==> src/design/vtl_consts.vh <==
// constants for the vector table lock and interrupt abort block
// assumes: included by its bare name from the design files
`ifndef VTL_CONSTS_VH
`define VTL_CONSTS_VH

// register offsets on the plain register port
`define VTL_ADDR_W 4
`define VTL_OFF_INTCON 4'h0
`define VTL_OFF_LOCK 4'h1
`define VTL_OFF_BASE_LO 4'h2
`define VTL_OFF_BASE_MID 4'h3
`define VTL_OFF_BASE_HI 4'h4
`define VTL_OFF_STATUS 4'h5

// field positions
`define VTL_BIT_GIE 7
`define VTL_BIT_LOCKED 0
`define VTL_BIT_ONE_WAY 1

// unlock keys and reset values
`define VTL_KEY_FIRST 8'h55
`define VTL_KEY_SECOND 8'hAA
`define VTL_BASE_RESET 21'h000008
`define VTL_GIE_RESET 1'b0
`define VTL_LOCKED_RESET 1'b0

`endif

==> src/design/vtl_ctrl.v <==
// vector table base protection and interrupt abort control
// assumes: the core reports one instruction per cycle and the pending
// interrupt's enables; registers reached over a plain strobe port
`timescale 1ns/1ps
`include "vtl_consts.vh"

// Contract
// - The locked bit changes only on the write right after both keys.
// - Table base writes need the bit unlocked and interrupts disabled.
// - In one-way mode the locked bit clears once and sets once per reset.
// - In one-way mode a set lock ignores later unlocks until reset.
// - A drop on the last instruction gives one forced no-op, no vector.
// - A drop before the vector point just continues, no forced cycle.
module vtl_ctrl
(
  // clock and reset
  input wire i_core_clk,
  input wire i_resetn,
  // one-way configuration strap
  input wire i_vector_lock_one_way,
  // register port
  input wire [`VTL_ADDR_W-1:0] i_addr,
  input wire [7:0] i_wdata,
  input wire i_wr,
  input wire i_rd,
  output reg [7:0] o_rdata,
  // core side
  input wire i_irq_pending,
  input wire i_vector_point,
  input wire i_peripheral_interrupt_enable,
  input wire i_peripheral_interrupt_flag,
  // table base and abort control
  output reg [20:0] o_vector_table_base,
  output reg o_vector_table_locked,
  output reg o_global_interrupt_enable,
  output reg o_vector_take,
  output reg o_forced_no_operation,
  output reg o_pc_hold
);

  // ***********************************
  // lock sequence
  // ***********************************
  wire armed;
  reg one_way;
  reg strap_taken;
  reg cleared_once;
  reg set_once;
  wire lock_sel = (i_addr == `VTL_OFF_LOCK);
  wire lock_wr = i_wr && lock_sel;
  wire want_lock = i_wdata[`VTL_BIT_LOCKED];
  // until the strap is caught the pin itself is used, so a lock write
  // on the very first edge after reset is judged in the right mode
  wire one_way_now = strap_taken ? one_way : i_vector_lock_one_way;

  vtl_key_seq u_key_seq
  (
    .i_core_clk(i_core_clk),
    .i_resetn(i_resetn),
    .i_wr(i_wr),
    .i_lock_sel(lock_sel),
    .i_wdata(i_wdata),
    .o_armed(armed)
  );

  // one-way permission: a second change of the same kind is refused
  wire allow_clear = !one_way_now ||
                     (!cleared_once && !set_once);
  wire allow_set = !one_way_now || !set_once;
  wire do_clear = lock_wr && armed && !want_lock && allow_clear;
  wire do_set = lock_wr && armed && want_lock && allow_set;

  // strap is caught by a clocked process after reset release
  always @(posedge i_core_clk or negedge i_resetn)
  begin
    if (!i_resetn)
    begin
      one_way <= 1'b0;
      strap_taken <= 1'b0;
    end
    else if (!strap_taken)
    begin
      one_way <= i_vector_lock_one_way;
      strap_taken <= 1'b1;
    end
  end

  // locked bit and one-way history
  // a refused write after the keys still spends them; retry needs new keys
  always @(posedge i_core_clk or negedge i_resetn)
  begin
    if (!i_resetn)
    begin
      o_vector_table_locked <= `VTL_LOCKED_RESET;
      cleared_once <= 1'b0;
      set_once <= 1'b0;
    end
    else if (do_set)
    begin
      o_vector_table_locked <= 1'b1;
      set_once <= 1'b1;
    end
    else if (do_clear)
    begin
      o_vector_table_locked <= 1'b0;
      cleared_once <= 1'b1;
    end
  end

  // ***********************************
  // control and table base registers
  // ***********************************
  // one select per register; only one address is live per write
  wire sel_intcon = (i_addr == `VTL_OFF_INTCON);
  wire sel_base_lo = (i_addr == `VTL_OFF_BASE_LO);
  wire sel_base_mid = (i_addr == `VTL_OFF_BASE_MID);
  wire sel_base_hi = (i_addr == `VTL_OFF_BASE_HI);
  wire intcon_wr = i_wr && sel_intcon;

  // base writes need unlock and interrupts off; a hazard avoided is a
  // vector fetch seeing a half updated base
  wire base_ok = i_wr && !o_vector_table_locked &&
                 !o_global_interrupt_enable;

  always @(posedge i_core_clk or negedge i_resetn)
  begin
    if (!i_resetn)
    begin
      o_global_interrupt_enable <= `VTL_GIE_RESET;
      o_vector_table_base <= `VTL_BASE_RESET;
    end
    else
    begin
      if (intcon_wr)
        o_global_interrupt_enable <= i_wdata[`VTL_BIT_GIE];
      if (base_ok && sel_base_lo)
        o_vector_table_base[7:0] <= i_wdata;
      if (base_ok && sel_base_mid)
        o_vector_table_base[15:8] <= i_wdata;
      if (base_ok && sel_base_hi)
        o_vector_table_base[20:16] <= i_wdata[4:0];
    end
  end

  // read data one cycle after the strobe, zero otherwise
  always @(posedge i_core_clk or negedge i_resetn)
  begin
    if (!i_resetn)
      o_rdata <= 8'h00;
    else if (!i_rd)
      o_rdata <= 8'h00;
    else
    begin
      case (i_addr)
        `VTL_OFF_INTCON:
          o_rdata <= {o_global_interrupt_enable, 7'h00};
        `VTL_OFF_LOCK:
          o_rdata <= {7'h00, o_vector_table_locked};
        `VTL_OFF_BASE_LO:
          o_rdata <= o_vector_table_base[7:0];
        `VTL_OFF_BASE_MID:
          o_rdata <= o_vector_table_base[15:8];
        `VTL_OFF_BASE_HI:
          o_rdata <= {3'h0, o_vector_table_base[20:16]};
        `VTL_OFF_STATUS:
          o_rdata <= {4'h0, set_once, cleared_once, one_way, armed};
        default:
          o_rdata <= 8'h00;
      endcase
    end
  end

  // ***********************************
  // interrupt abort
  // ***********************************
  // the interrupt stays live only while every gate holds; gie is taken
  // as next value so the final instruction's clear is seen in time
  reg next_gie;
  always @*
  begin
    next_gie = o_global_interrupt_enable;
    if (intcon_wr)
      next_gie = i_wdata[`VTL_BIT_GIE];
  end

  wire live = next_gie && i_peripheral_interrupt_enable &&
              i_peripheral_interrupt_flag;
  // the pending request is met at the vectoring point
  wire at_vector = i_vector_point && i_irq_pending;

  // exactly one of the two pulses follows a vectoring point: a live
  // request vectors, one that died on the last instruction is aborted
  reg next_take;
  reg next_forced_no_operation;
  always @*
  begin
    next_take = 1'b0;
    next_forced_no_operation = 1'b0;
    if (at_vector)
    begin
      if (live)
        next_take = 1'b1;
      else
        next_forced_no_operation = 1'b1;
    end
  end

  // earlier drops never reach the vector point, so no cycle is added
  always @(posedge i_core_clk or negedge i_resetn)
  begin
    if (!i_resetn)
    begin
      o_vector_take <= 1'b0;
      o_forced_no_operation <= 1'b0;
      o_pc_hold <= 1'b0;
    end
    else
    begin
      o_vector_take <= next_take;
      o_forced_no_operation <= next_forced_no_operation;
      o_pc_hold <= next_forced_no_operation;
    end
  end

endmodule

==> src/design/vtl_key_seq.v <==
// two-key write sequence tracker for the lock register
// assumes: one register write per cycle at most, stands for one instruction
`timescale 1ns/1ps
`include "vtl_consts.vh"

module vtl_key_seq
(
  // clock and reset
  input wire i_core_clk,
  input wire i_resetn,
  // observed register traffic
  input wire i_wr,
  input wire i_lock_sel,
  input wire [7:0] i_wdata,
  // armed after both keys, for the very next write only
  output reg o_armed
);

  localparam ST_IDLE = 3'b001;
  localparam ST_KEY1 = 3'b010;
  localparam ST_ARMED = 3'b100;

  reg [2:0] state;
  reg [2:0] next_state;

  // any write consumes the sequence step, so keys must be consecutive
  always @*
  begin
    next_state = state;
    if (i_wr)
    begin
      case (state)
        ST_IDLE:
          next_state = (i_lock_sel && i_wdata == `VTL_KEY_FIRST) ?
                       ST_KEY1 : ST_IDLE;
        ST_KEY1:
          next_state = (i_lock_sel && i_wdata == `VTL_KEY_SECOND) ?
                       ST_ARMED : ((i_lock_sel &&
                       i_wdata == `VTL_KEY_FIRST) ? ST_KEY1 : ST_IDLE);
        ST_ARMED:
          next_state = (i_lock_sel && i_wdata == `VTL_KEY_FIRST) ?
                       ST_KEY1 : ST_IDLE;
        default:
          next_state = ST_IDLE;
      endcase
    end
  end

  // state register
  always @(posedge i_core_clk or negedge i_resetn)
  begin
    if (!i_resetn)
      state <= ST_IDLE;
    else
      state <= next_state;
  end

  // armed output straight from a flop
  always @(posedge i_core_clk or negedge i_resetn)
  begin
    if (!i_resetn)
      o_armed <= 1'b0;
    else
      o_armed <= (next_state == ST_ARMED);
  end

endmodule

==> config.mk <==
export PLATFORM = sky130hd
export DESIGN_NAME = vtl_ctrl
export DESIGN_NICKNAME = d
export VERILOG_FILES = /design/src/design/vtl_ctrl.v /design/src/design/vtl_key_seq.v
export VERILOG_INCLUDE_DIRS = /design/src /design/src/design
export SDC_FILE = /design/constraint.sdc
export NUM_CORES = 1
export LEC_CHECK = 0
export BUFFER_PORTS_ARGS = -buffer_cell sky130_fd_sc_hd__buf_2
export CORE_ASPECT_RATIO = 0.9
export CORE_MARGIN = 2
export CORE_UTILIZATION = 51
export CTS_BUF_LIST = sky130_fd_sc_hd__clkbuf_8
export DETAILED_ROUTE_END_ITERATION = 7
export MAX_ROUTING_LAYER = met4
export PLACE_DENSITY_LB_ADDON = 0.15
export SYNTH_ARGS = -nofsm -noshare
export SYNTH_HDL_FRONTEND = slang
export SYNTH_SLANG_ARGS = --single-unit
==> constraint.sdc <==
create_clock -name i_core_clk -period 1.73 [get_ports i_core_clk]
set_clock_uncertainty 0.15 [all_clocks]
set_input_delay 0.346 -clock i_core_clk [delete_from_list [all_inputs] [get_ports i_core_clk]]
set_output_delay 0.346 -clock i_core_clk [all_outputs]
set_load 0.005 [all_outputs]
==> flow_summary.json, run 1 <==
{
  "start_kind": "register",
  "p_per_area_nw_per_um2": 948,
  "grtUsageMet1_pct": 34.0,
  "tns_ps": 0,
  "finalHoldViolCount": 0,
  "yosysSeqAreaShare_pct": 56.0,
  "status": "finished clean",
  "netlist_top_cells_area": "dfrtp_1, mux2_2, dfstp_2",
  "clk_pin_slew_ps": 70,
  "holdWs_ps": 161,
  "cp_data_arrival_time_ps": 1630,
  "grt_first_pass_wirelength_um": 7400,
  "vias": 1529,
  "final.min_clock_period_ps": 1600,
  "drt_iter0_drc": 124,
  "maxCapViolCount": 0,
  "die_height_um": 61.0,
  "setup_viol": 0,
  "postSynthCellCount": 150,
  "initial_core_util_pct": 54.0,
  "met3_usage_pct": 7.61,
  "top_usage_layer": "met2",
  "drt-vias-per-instance": 5.64,
  "r2r-start": "o_global_interrupt_enable",
  "hpwl_um": 3400,
  "hold_path_class": "primary input to register",
  "grt_max_degree": 42,
  "instances_no_fill": 271,
  "required_ps": 1750,
  "criticalPathCategory": "register to register",
  "dp_slack_ps": -64.9,
  "ant_nets": 0,
  "hold_path.startpoint": "i_irq_pending",
  "slew_viol_final": 0,
  "clockBufferDepth": 2,
  "grt_pass1_vias": 1492,
  "grt_usage_pct": 26.1,
  "diodes": 0,
  "drive_above_1_share_pct": 48.9,
  "syn_nets": 171,
  "layout_setup_ws_ps": 128,
  "async_reset_ff_share_pct": 100,
  "drt_wl_total_um": 4500,
  "htreeDepth": 2,
  "yosys.area.top_type_share_pct": 53.1,
  "worstSetupEndpointType": "register",
  "numPortBuffers": 54,
  "dieWidth_um": 67.3,
  "cts_tree": "done",
  "insertion_delay_ps": 290,
  "firstDrtPassIters": 4,
  "rows": 20,
  "dp_cells": 262,
  "slew_headroom_pct": 66.1,
  "area_growth_pct": 29.3,
  "syn_area_per_cell_um2": 12.3,
  "synth_seq_cells": 41,
  "fill_cells": 279,
  "nets": 247,
  "clock-sinks": 41,
  "drc_errors": 0,
  "io_pins": 55,
  "cts-root-buf": "clkbuf_8",
  "synth_edf_count": 0,
  "ir_drop_v": 0.000687,
  "cts_buffers": 5,
  "grt-ovfl-total": 0,
  "yosys_warnings": 0,
  "coreArea_um2": 3400,
  "syn_area_um2": 1840,
  "final_util_pct": 69.9,
  "ys.flop_type": "dfrtp_1",
  "post_cts_buffers": 0,
  "clock.fmax_ghz": 0.624,
  "die_area_um2": 4100,
  "grt_setup_unrepaired": "no",
  "synth_cell_type_count": 37,
  "cp-startpoint": "o_global_interrupt_enable",
  "yosysTopAreaCell": "dfrtp_1",
  "grt_use_met2_pct": 39.5,
  "gp_congestion": 0.952,
  "leakagePower_nw": 1.19,
  "worstPathMaxFanout": 8,
  "tightest_slew_ps": 509,
  "wl_per_cell_um": 16.6,
  "antenna_found_initial": 0,
  "post-route-period-util_pct": 92.6
}
## cells in the mapped netlist, types with 2 or more instances
cell,n
inv_1,4
nand3_1,3
nor2_1,11
nor4bb_1,2
nor3_1,2
o21ai_0,5
nor2b_1,4
buf_2,3
a21oi_1,3
a22oi_1,3
dfstp_2,2
nand2_1,10
o22ai_1,2
nand3b_1,2
mux2_2,24
mux2i_1,3
dfrtp_1,39
a21o_1,3
a21boi_0,2
nand4_1,2
a32oi_1,5
## where the power goes
group          leakage [nW]  internal (W)  switching, W
combinational         0.619      0.000262      0.000208
sequential            0.524       0.00110      0.000104
clock                0.0491      0.000273      0.000310
total                  1.19       0.00163      0.000623
## path summary, 6_finish.rpt
check / endpoint / slack, ps / depth (start not counted)
setup / recovery: o_vector_table_base[6] / 130 / 4
hold / removal: o_vector_take / 160 / 3
setup reg to reg: o_vector_table_base[6] / 130 / 4
hold reg to reg: cleared_once / 380 / 1
max in group asynchronous: u_key_seq.state[0] / 560 / 3
min in group asynchronous: o_vector_take / 500 / 3
## placed cells by master (no fill, tap or decap), types with 2 or more instances in the layout
cell type and instances:
inv_1 5, nor3_1 2, a21oi_1 3, a22oi_1 3, nand3b_1 2, a21boi_0 2
mux2_2 24, o21ai_0 5, dfstp_2 2, mux2i_1 3, buf_2 54, dfrtp_1 39
nor2_1 11, nor4bb_1 2, clkinv_2 2, a32oi_1 5, nand4_1 2, o22ai_1 2
nor2b_1 4, clkbuf_8 5, a21o_1 3, nand2_1 10, buf_4 18, nand3_1 3
## per-stage QoR
stage | power (W) | cell area [µm²]
floorplan | 0.00141 | 1840
global placement | 0.00166 | 2280
detailed placement | 0.00168 | 2280
CTS | 0.00227 | 2370
global route | 0.00239 | 2380
finish | 0.00225 | 2380
## critical path, stage by stage (launching register included)
cell	delay, ps
dfrtp_1	410
nor2_1	170
nand3_1	140
nor2_4	240
mux2_2	370
## registers in the layout (all words and copies together) (netlist names)
name / cells
cleared_once: 1
o_rdata: 8
o_vector_table_base: 21
o_vector_table_locked: 1
u_key_seq.state: 3
strap_taken: 1
o_vector_take: 1
o_pc_hold: 1
one_way: 1
set_once: 1
u_key_seq.o_armed: 1
o_global_interrupt_enable: 1
## cells by family after synthesis
group           Yosys count  synth area share [%]
mux                      27                  16.3
xor+xnor                  1                 0.477
simple gates             44                  14.1
compound gates           28                  10.9
buf+inv                   8                  2.04
other cells               1                 0.204
flops                    41                  56.0
## timing repair
action,CTS,global route
hold endpoints to repair,39,0
gates resized for setup,0,1
setup endpoints to repair,0,3
hold buffers,1,0
## area by class of cell
type / count / area [µm²] / share of cell area, %
Tap cell: 44 / 55.1 / 2.32
Multi-Input combinational cell: 101 / 781 / 32.8
Sequential cell: 41 / 1030 / 43.3
Inverter: 4 / 15.0 / 0.632
Clock buffer: 5 / 68.8 / 2.89
Timing Repair Buffer: 73 / 415 / 17.5
Clock inverter: 3 / 13.8 / 0.579
## routing by layer
metal	part of all wire, %	vias up
li1	-	702
met1	43	750
met2	49	75
met3	7.7	2
met4	0.60	0
met5	0	-
Power figures use the tool's default switching activity.
==> run 2, diff against run 1 <==
--- a/config.mk
+++ b/config.mk
@@ -10,5 +10,5 @@
 export CORE_ASPECT_RATIO = 0.9
 export CORE_MARGIN = 2
-export CORE_UTILIZATION = 51
+export CORE_UTILIZATION = 48
 export CTS_BUF_LIST = sky130_fd_sc_hd__clkbuf_8
 export DETAILED_ROUTE_END_ITERATION = 7
==> constraint.sdc (replaced) <==
create_clock -name i_core_clk -period 1.35 [get_ports i_core_clk]
set_clock_uncertainty 0.15 [all_clocks]
set_input_delay 0.27 -clock i_core_clk [delete_from_list [all_inputs] [get_ports i_core_clk]]
set_output_delay 0.27 -clock i_core_clk [all_outputs]
set_load 0.02 [all_outputs]
==> run 2 against run 1 <==
The run now ends with negative setup slack left; final cell count increased by 9.6%; global-route usage decreased by 0.27 points; clock power increased by 45%; die area increased by 5.9%; total power increased by 51%; core utilization increased by 5.0 points; non-clock buffer count increased by 24; highest routed layer unchanged; setup slack got worse by 300 ps; worst hold slack got worse by 98 ps; design area increased by 17%; routed wire length increased by 15%; sequential cell count unchanged.
==> flow_summary.json, run 2 (synthesized netlist as in run 1, its figures left out) <==
{
  "setup_viol": 25,
  "initial_core_util_pct": 49.6,
  "leakagePower_nw": 1.37,
  "hold_path_class": "primary input to register",
  "vias": 1644,
  "wl_per_cell_um": 17.4,
  "clock.fmax_ghz": 0.655,
  "dp_cells": 276,
  "grt_max_degree": 42,
  "reg2reg_slack_ps": -180,
  "grt_usage_pct": 25.8,
  "rr_endpoint": "o_vector_table_base[6]",
  "criticalPathCategory": "register to register",
  "numPortBuffers": 54,
  "largest_registers": "o_vector_table_base (21), o_rdata (8), u_key_seq.state (3)",
  "final.min_clock_period_ps": 1530,
  "gp_congestion": 0.867,
  "cts_buffers": 5,
  "slew_viol_final": 0,
  "firstDrtPassIters": 4,
  "insertion_delay_ps": 300,
  "p_per_area_nw_per_um2": 1230,
  "antenna_found_initial": 0,
  "violations": "negative setup slack",
  "grt-ovfl-total": 0,
  "htreeDepth": 2,
  "instances_no_fill": 297,
  "final_cell_mix": "buf_2, dfrtp_1, buf_4",
  "clock-sinks": 41,
  "area_growth_pct": 50.9,
  "post-route-period-util_pct": 113,
  "holdWs_ps": 63.4,
  "min_path_cells": 3,
  "finalHoldViolCount": 0,
  "die_area_um2": 4340,
  "rows": 21,
  "finalPower_w": 0.00340,
  "coreArea_um2": 3700,
  "drive_above_1_share_pct": 62.2,
  "nets": 271,
  "die_height_um": 62.7,
  "r2r_cells": 5,
  "finalInstanceArea_um2": 2770,
  "final_common_cell": "buf_2",
  "drt_wl_total_um": 5170,
  "min_to": "o_rdata[7]",
  "ir_drop_v": 0.00105,
  "start_kind": "register",
  "grt_setup_unrepaired": "yes",
  "worstSetupEndpointType": "register",
  "diodes": 0,
  "clk_pin_slew_ps": 80,
  "regMostFlops": "o_vector_table_base",
  "grt_first_pass_wirelength_um": 8370,
  "hpwl_um": 3480,
  "drc_errors": 0,
  "drt-vias-per-instance": 5.54,
  "cts-root-buf": "clkbuf_8",
  "status": "finished with violations",
  "largest_reg_flops": 21,
  "cp_data_arrival_time_ps": 1560,
  "layout_setup_ws_ps": -176,
  "maxCapViolCount": 0,
  "dieWidth_um": 69.2,
  "drt_iter0_drc": 120,
  "io_pins": 55,
  "hold_path.startpoint": "i_rd",
  "ant_nets": 0,
  "r2r-start": "o_vector_table_locked",
  "worstPathMaxFanout": 8,
  "required_ps": 1390,
  "grt_pass1_vias": 1717,
  "post_dp_cell_area_um2": 2410,
  "cts_tree": "done",
  "clockBufferDepth": 2
}
[run 2: cell count changes in the layout (fill, tap and decap cells not counted), moves of 3 or more]
cell | before | now
mux2_4 | 0 | 8
mux2_2 | 24 | 16
o21ai_0 | 5 | 1
buf_4 | 18 | 34
buf_2 | 54 | 51
o21ai_2 | 0 | 4
buf_6 | 0 | 9
[run 2: cell type report]
class	instances	area [µm²]
Clock buffer	6	82.6
Clock inverter	2	13.8
Fill cell	259	932
Inverter	4	15.0
Multi-Input combinational cell	101	911
Sequential cell	41	1030
Tap cell	46	57.6
Timing Repair Buffer	97	662
[run 2: layer usage]
layer	wire length, µm	share of wire, %	track usage [%]	up-vias
met1	2210	43	33.1	819
li1	-	-	-	748
met5	0	0	-	-
met3	301	5.8	4.19	10
met4	78	1.5	9.07	0
met2	2580	50	41.8	67
[run 2: timing repair]
item / in CTS / in global routing
endpoints found under the hold margin: 39 / 0
hold buffers: 1 / 0
resized for setup: 23 / 20
buffers inserted: 8 / 5
endpoints found under the setup margin: 28 / 34
pin swaps: 8 / 5
[run 2: worst max path at each step]
stage	start	endpoint	cells past startpoint
5_1_grt	o_global_interrupt_enable	o_vector_table_base[2]	5
2_1_floorplan	o_global_interrupt_enable	o_vector_table_base[0]	4
3_5_place_dp	i_addr[3]	o_vector_table_locked	6
4_1_cts	o_vector_table_locked	o_vector_table_base[5]	5
6_report	o_vector_table_locked	o_vector_table_base[6]	5
3_3_place_gp	i_addr[2]	o_vector_table_base[5]	5
[run 2: power breakdown]
| part | total [W] | leakage [nW] | internal, W | switching, W |
|---|---|---|---|---|
| clock network | 0.000849 | 0.0512 | 0.000414 | 0.000435 |
| logic | 0.00102 | 0.802 | 0.000494 | 0.000527 |
| registers | 0.00153 | 0.521 | 0.00140 | 0.000129 |
[run 2: stage by stage]
stage	setup WS, ps	setup TNS [ps]	utilization (%)
global route	-200	-4260	74.8
global placement	-289	-6670	65.0
finish	-176	-3460	74.8
floorplan	-182	-2020	-
CTS	-146	-3030	71.8
detailed placement	-361	-7890	65.0
[run 2: critical path: stages, from the launching register on]
cell and delay (ps):
dfrtp_2 440, nor2_4 140, nand3_2 110, nor2_4 120
buf_12 150, mux2_4 300
==> run 3, diff against run 2 <==
Settings changed: CORE_ASPECT_RATIO 0.9 to 1.25, MAX_ROUTING_LAYER met4 to not set.
==> run 3 against run 2 <==
Sequential share of layout area rose by 1.6 points; the flow still finishes with violations (negative setup slack); clock power grew 19%; critical path type unchanged; sequential power about the same; critical path depth unchanged; maximum frequency fell by 0.90%; highest routed layer unchanged; global-route usage is 0.76 points lower; first-iteration DRC count down 43%; sequential cell count did not move; via count decreased by 5.6%; die area is essentially flat; non-clock buffer count fell by 11; largest cell class unchanged.
==> flow_summary.json, run 3 (synthesized netlist as in run 1, its figures left out) <==
{
  "final_util_pct": 71.4,
  "hold_path_class": "primary input to register",
  "min_path_cells": 3,
  "leakagePower_nw": 1.32,
  "ir_drop_v": 0.000764,
  "clk_pin_slew_ps": 80,
  "rows": 25,
  "area_growth_pct": 44.7,
  "wl_per_cell_um": 17.8,
  "cts_tree": "done",
  "dieWidth_um": 59.3,
  "tns_ps": -3640,
  "vias": 1552,
  "clock.fmax_ghz": 0.649,
  "p_per_area_nw_per_um2": 1310,
  "cts_buffers": 5,
  "grt_setup_unrepaired": "yes",
  "antenna_found_initial": 0,
  "drt_iter0_drc": 69,
  "finalHoldViolCount": 0,
  "critPathCapture": "o_vector_table_base[6]",
  "insertion_delay_ps": 300,
  "post_dp_cell_area_um2": 2360,
  "largest_registers": "o_vector_table_base (21), o_rdata (8), u_key_seq.state (3)",
  "final.min_clock_period_ps": 1540,
  "drt-vias-per-instance": 5.54,
  "grt_usage_pct": 25.0,
  "worstPathMaxFanout": 8,
  "final_cell_mix": "buf_2, dfrtp_1, buf_4",
  "cts-root-buf": "clkbuf_8",
  "cp-startpoint": "o_vector_table_locked",
  "coreArea_um2": 3720,
  "die_height_um": 73.2,
  "path_cells": "nor2_4 -> nand3_2 -> nor2_4 -> buf_12 -> mux2_4",
  "grt_pass1_vias": 1542,
  "io_pins": 55,
  "drt_wl_total_um": 4980,
  "htreeDepth": 2,
  "slowest_stage": "dfrtp_2",
  "maxCapViolCount": 0,
  "initial_core_util_pct": 49.4,
  "layout_setup_ws_ps": -190,
  "cp_num_buf_inv": 1,
  "rr_endpoint": "o_vector_table_base[6]",
  "violations": "negative setup slack",
  "reg2reg_slack_ps": -190,
  "numPortBuffers": 54,
  "status": "finished with violations",
  "clockBufferDepth": 2,
  "hpwl_um": 3480,
  "drive_above_1_share_pct": 56.7,
  "diodes": 0,
  "gp_congestion": 0.792,
  "setup_viol": 30,
  "clock-sinks": 41,
  "firstDrtPassIters": 4,
  "start_kind": "register",
  "regMostFlops": "o_vector_table_base",
  "cpMostUsedCell": "nor2_4",
  "r2r-start": "o_vector_table_locked",
  "finalInstanceArea_um2": 2660,
  "slew_viol_final": 0,
  "path_depth": 5,
  "grt-ovfl-total": 0,
  "grt_max_degree": 42,
  "criticalPathCategory": "register to register",
  "cp_data_arrival_time_ps": 1570,
  "drc_errors": 0,
  "required_ps": 1380,
  "grt_first_pass_wirelength_um": 7870,
  "worstSetupEndpointType": "register",
  "die_area_um2": 4340,
  "post-route-period-util_pct": 114,
  "cp_top_family": "flip-flops",
  "largest_reg_flops": 21,
  "nets": 260,
  "max_stage_delay_ps": 440,
  "ant_nets": 0,
  "holdWs_ps": 68.2,
  "r2r_cells": 5,
  "final_common_cell": "buf_2"
}
run 3: cell count changes in the layout (fill, tap and decap cells not counted), sizes merged:
| cell | change |
|---|---|
| inv | +1 |
| buf | -11 |
| bufinv | +1 |
| clkinv | -2 |
run 3: cell type report:
type | count | area, µm²
clock inverters | 2 | 33.8
multi-input cells | 101 | 878
clock buffers | 6 | 82.6
repair buffers | 86 | 568
fillers | 278 | 1060
inverters | 4 | 15.0
flip-flops and latches | 41 | 1030
well taps | 40 | 50.0
run 3: repair_timing:
action / CTS / global route
endpoints found under the setup margin: 28 / 32
pin swaps: 4 / 6
setup buffers: 5 / 1
endpoints found under the hold margin: 39 / 0
hold buffers: 1 / 0
gates resized for setup: 26 / 4
run 3: report_power, final:
| group | switching (W) | internal, W | leakage [nW] |
|---|---|---|---|
| combinational | 0.000493 | 0.000437 | 0.739 |
| sequential | 0.000126 | 0.00140 | 0.521 |
| clock | 0.000416 | 0.000595 | 0.0626 |
run 3: worst min path at each step:
stage	startpoint	end	slack, ps
floorplan	i_resetn	cleared_once	-180
global placement	i_resetn	strap_taken	100
detailed placement	i_resetn	strap_taken	110
CTS	i_rd	o_rdata[7]	60
global route	i_rd	o_rdata[7]	70
finish	i_rd	o_rdata[7]	70
run 3: per-layer routing:
metal / up-vias / share of wire, % / global-route usage [%]
li1: 728 / - / -
met1: 758 / 41 / 32.4
met2: 60 / 52 / 41.3
met3: 6 / 5.2 / 4.79
met4: 0 / 1.2 / 9.09
met5: - / 0 / 0
run 3: worst reg2reg max path: stages, from the launching register on:
cell and delay (ps):
dfrtp_2 440, nor2_4 150, nand3_2 100, nor2_4 130, buf_12 150, mux2_4 300
run 3: metrics by stage:
step,total power [W],setup WS (ps),cells
after floorplan,0.00201,-182,150
after global placement,0.00235,-299,265
after detailed placement,0.00238,-381,265
after CTS,0.00349,-145,279
after global routing,0.00363,-231,280
final,0.00347,-190,280
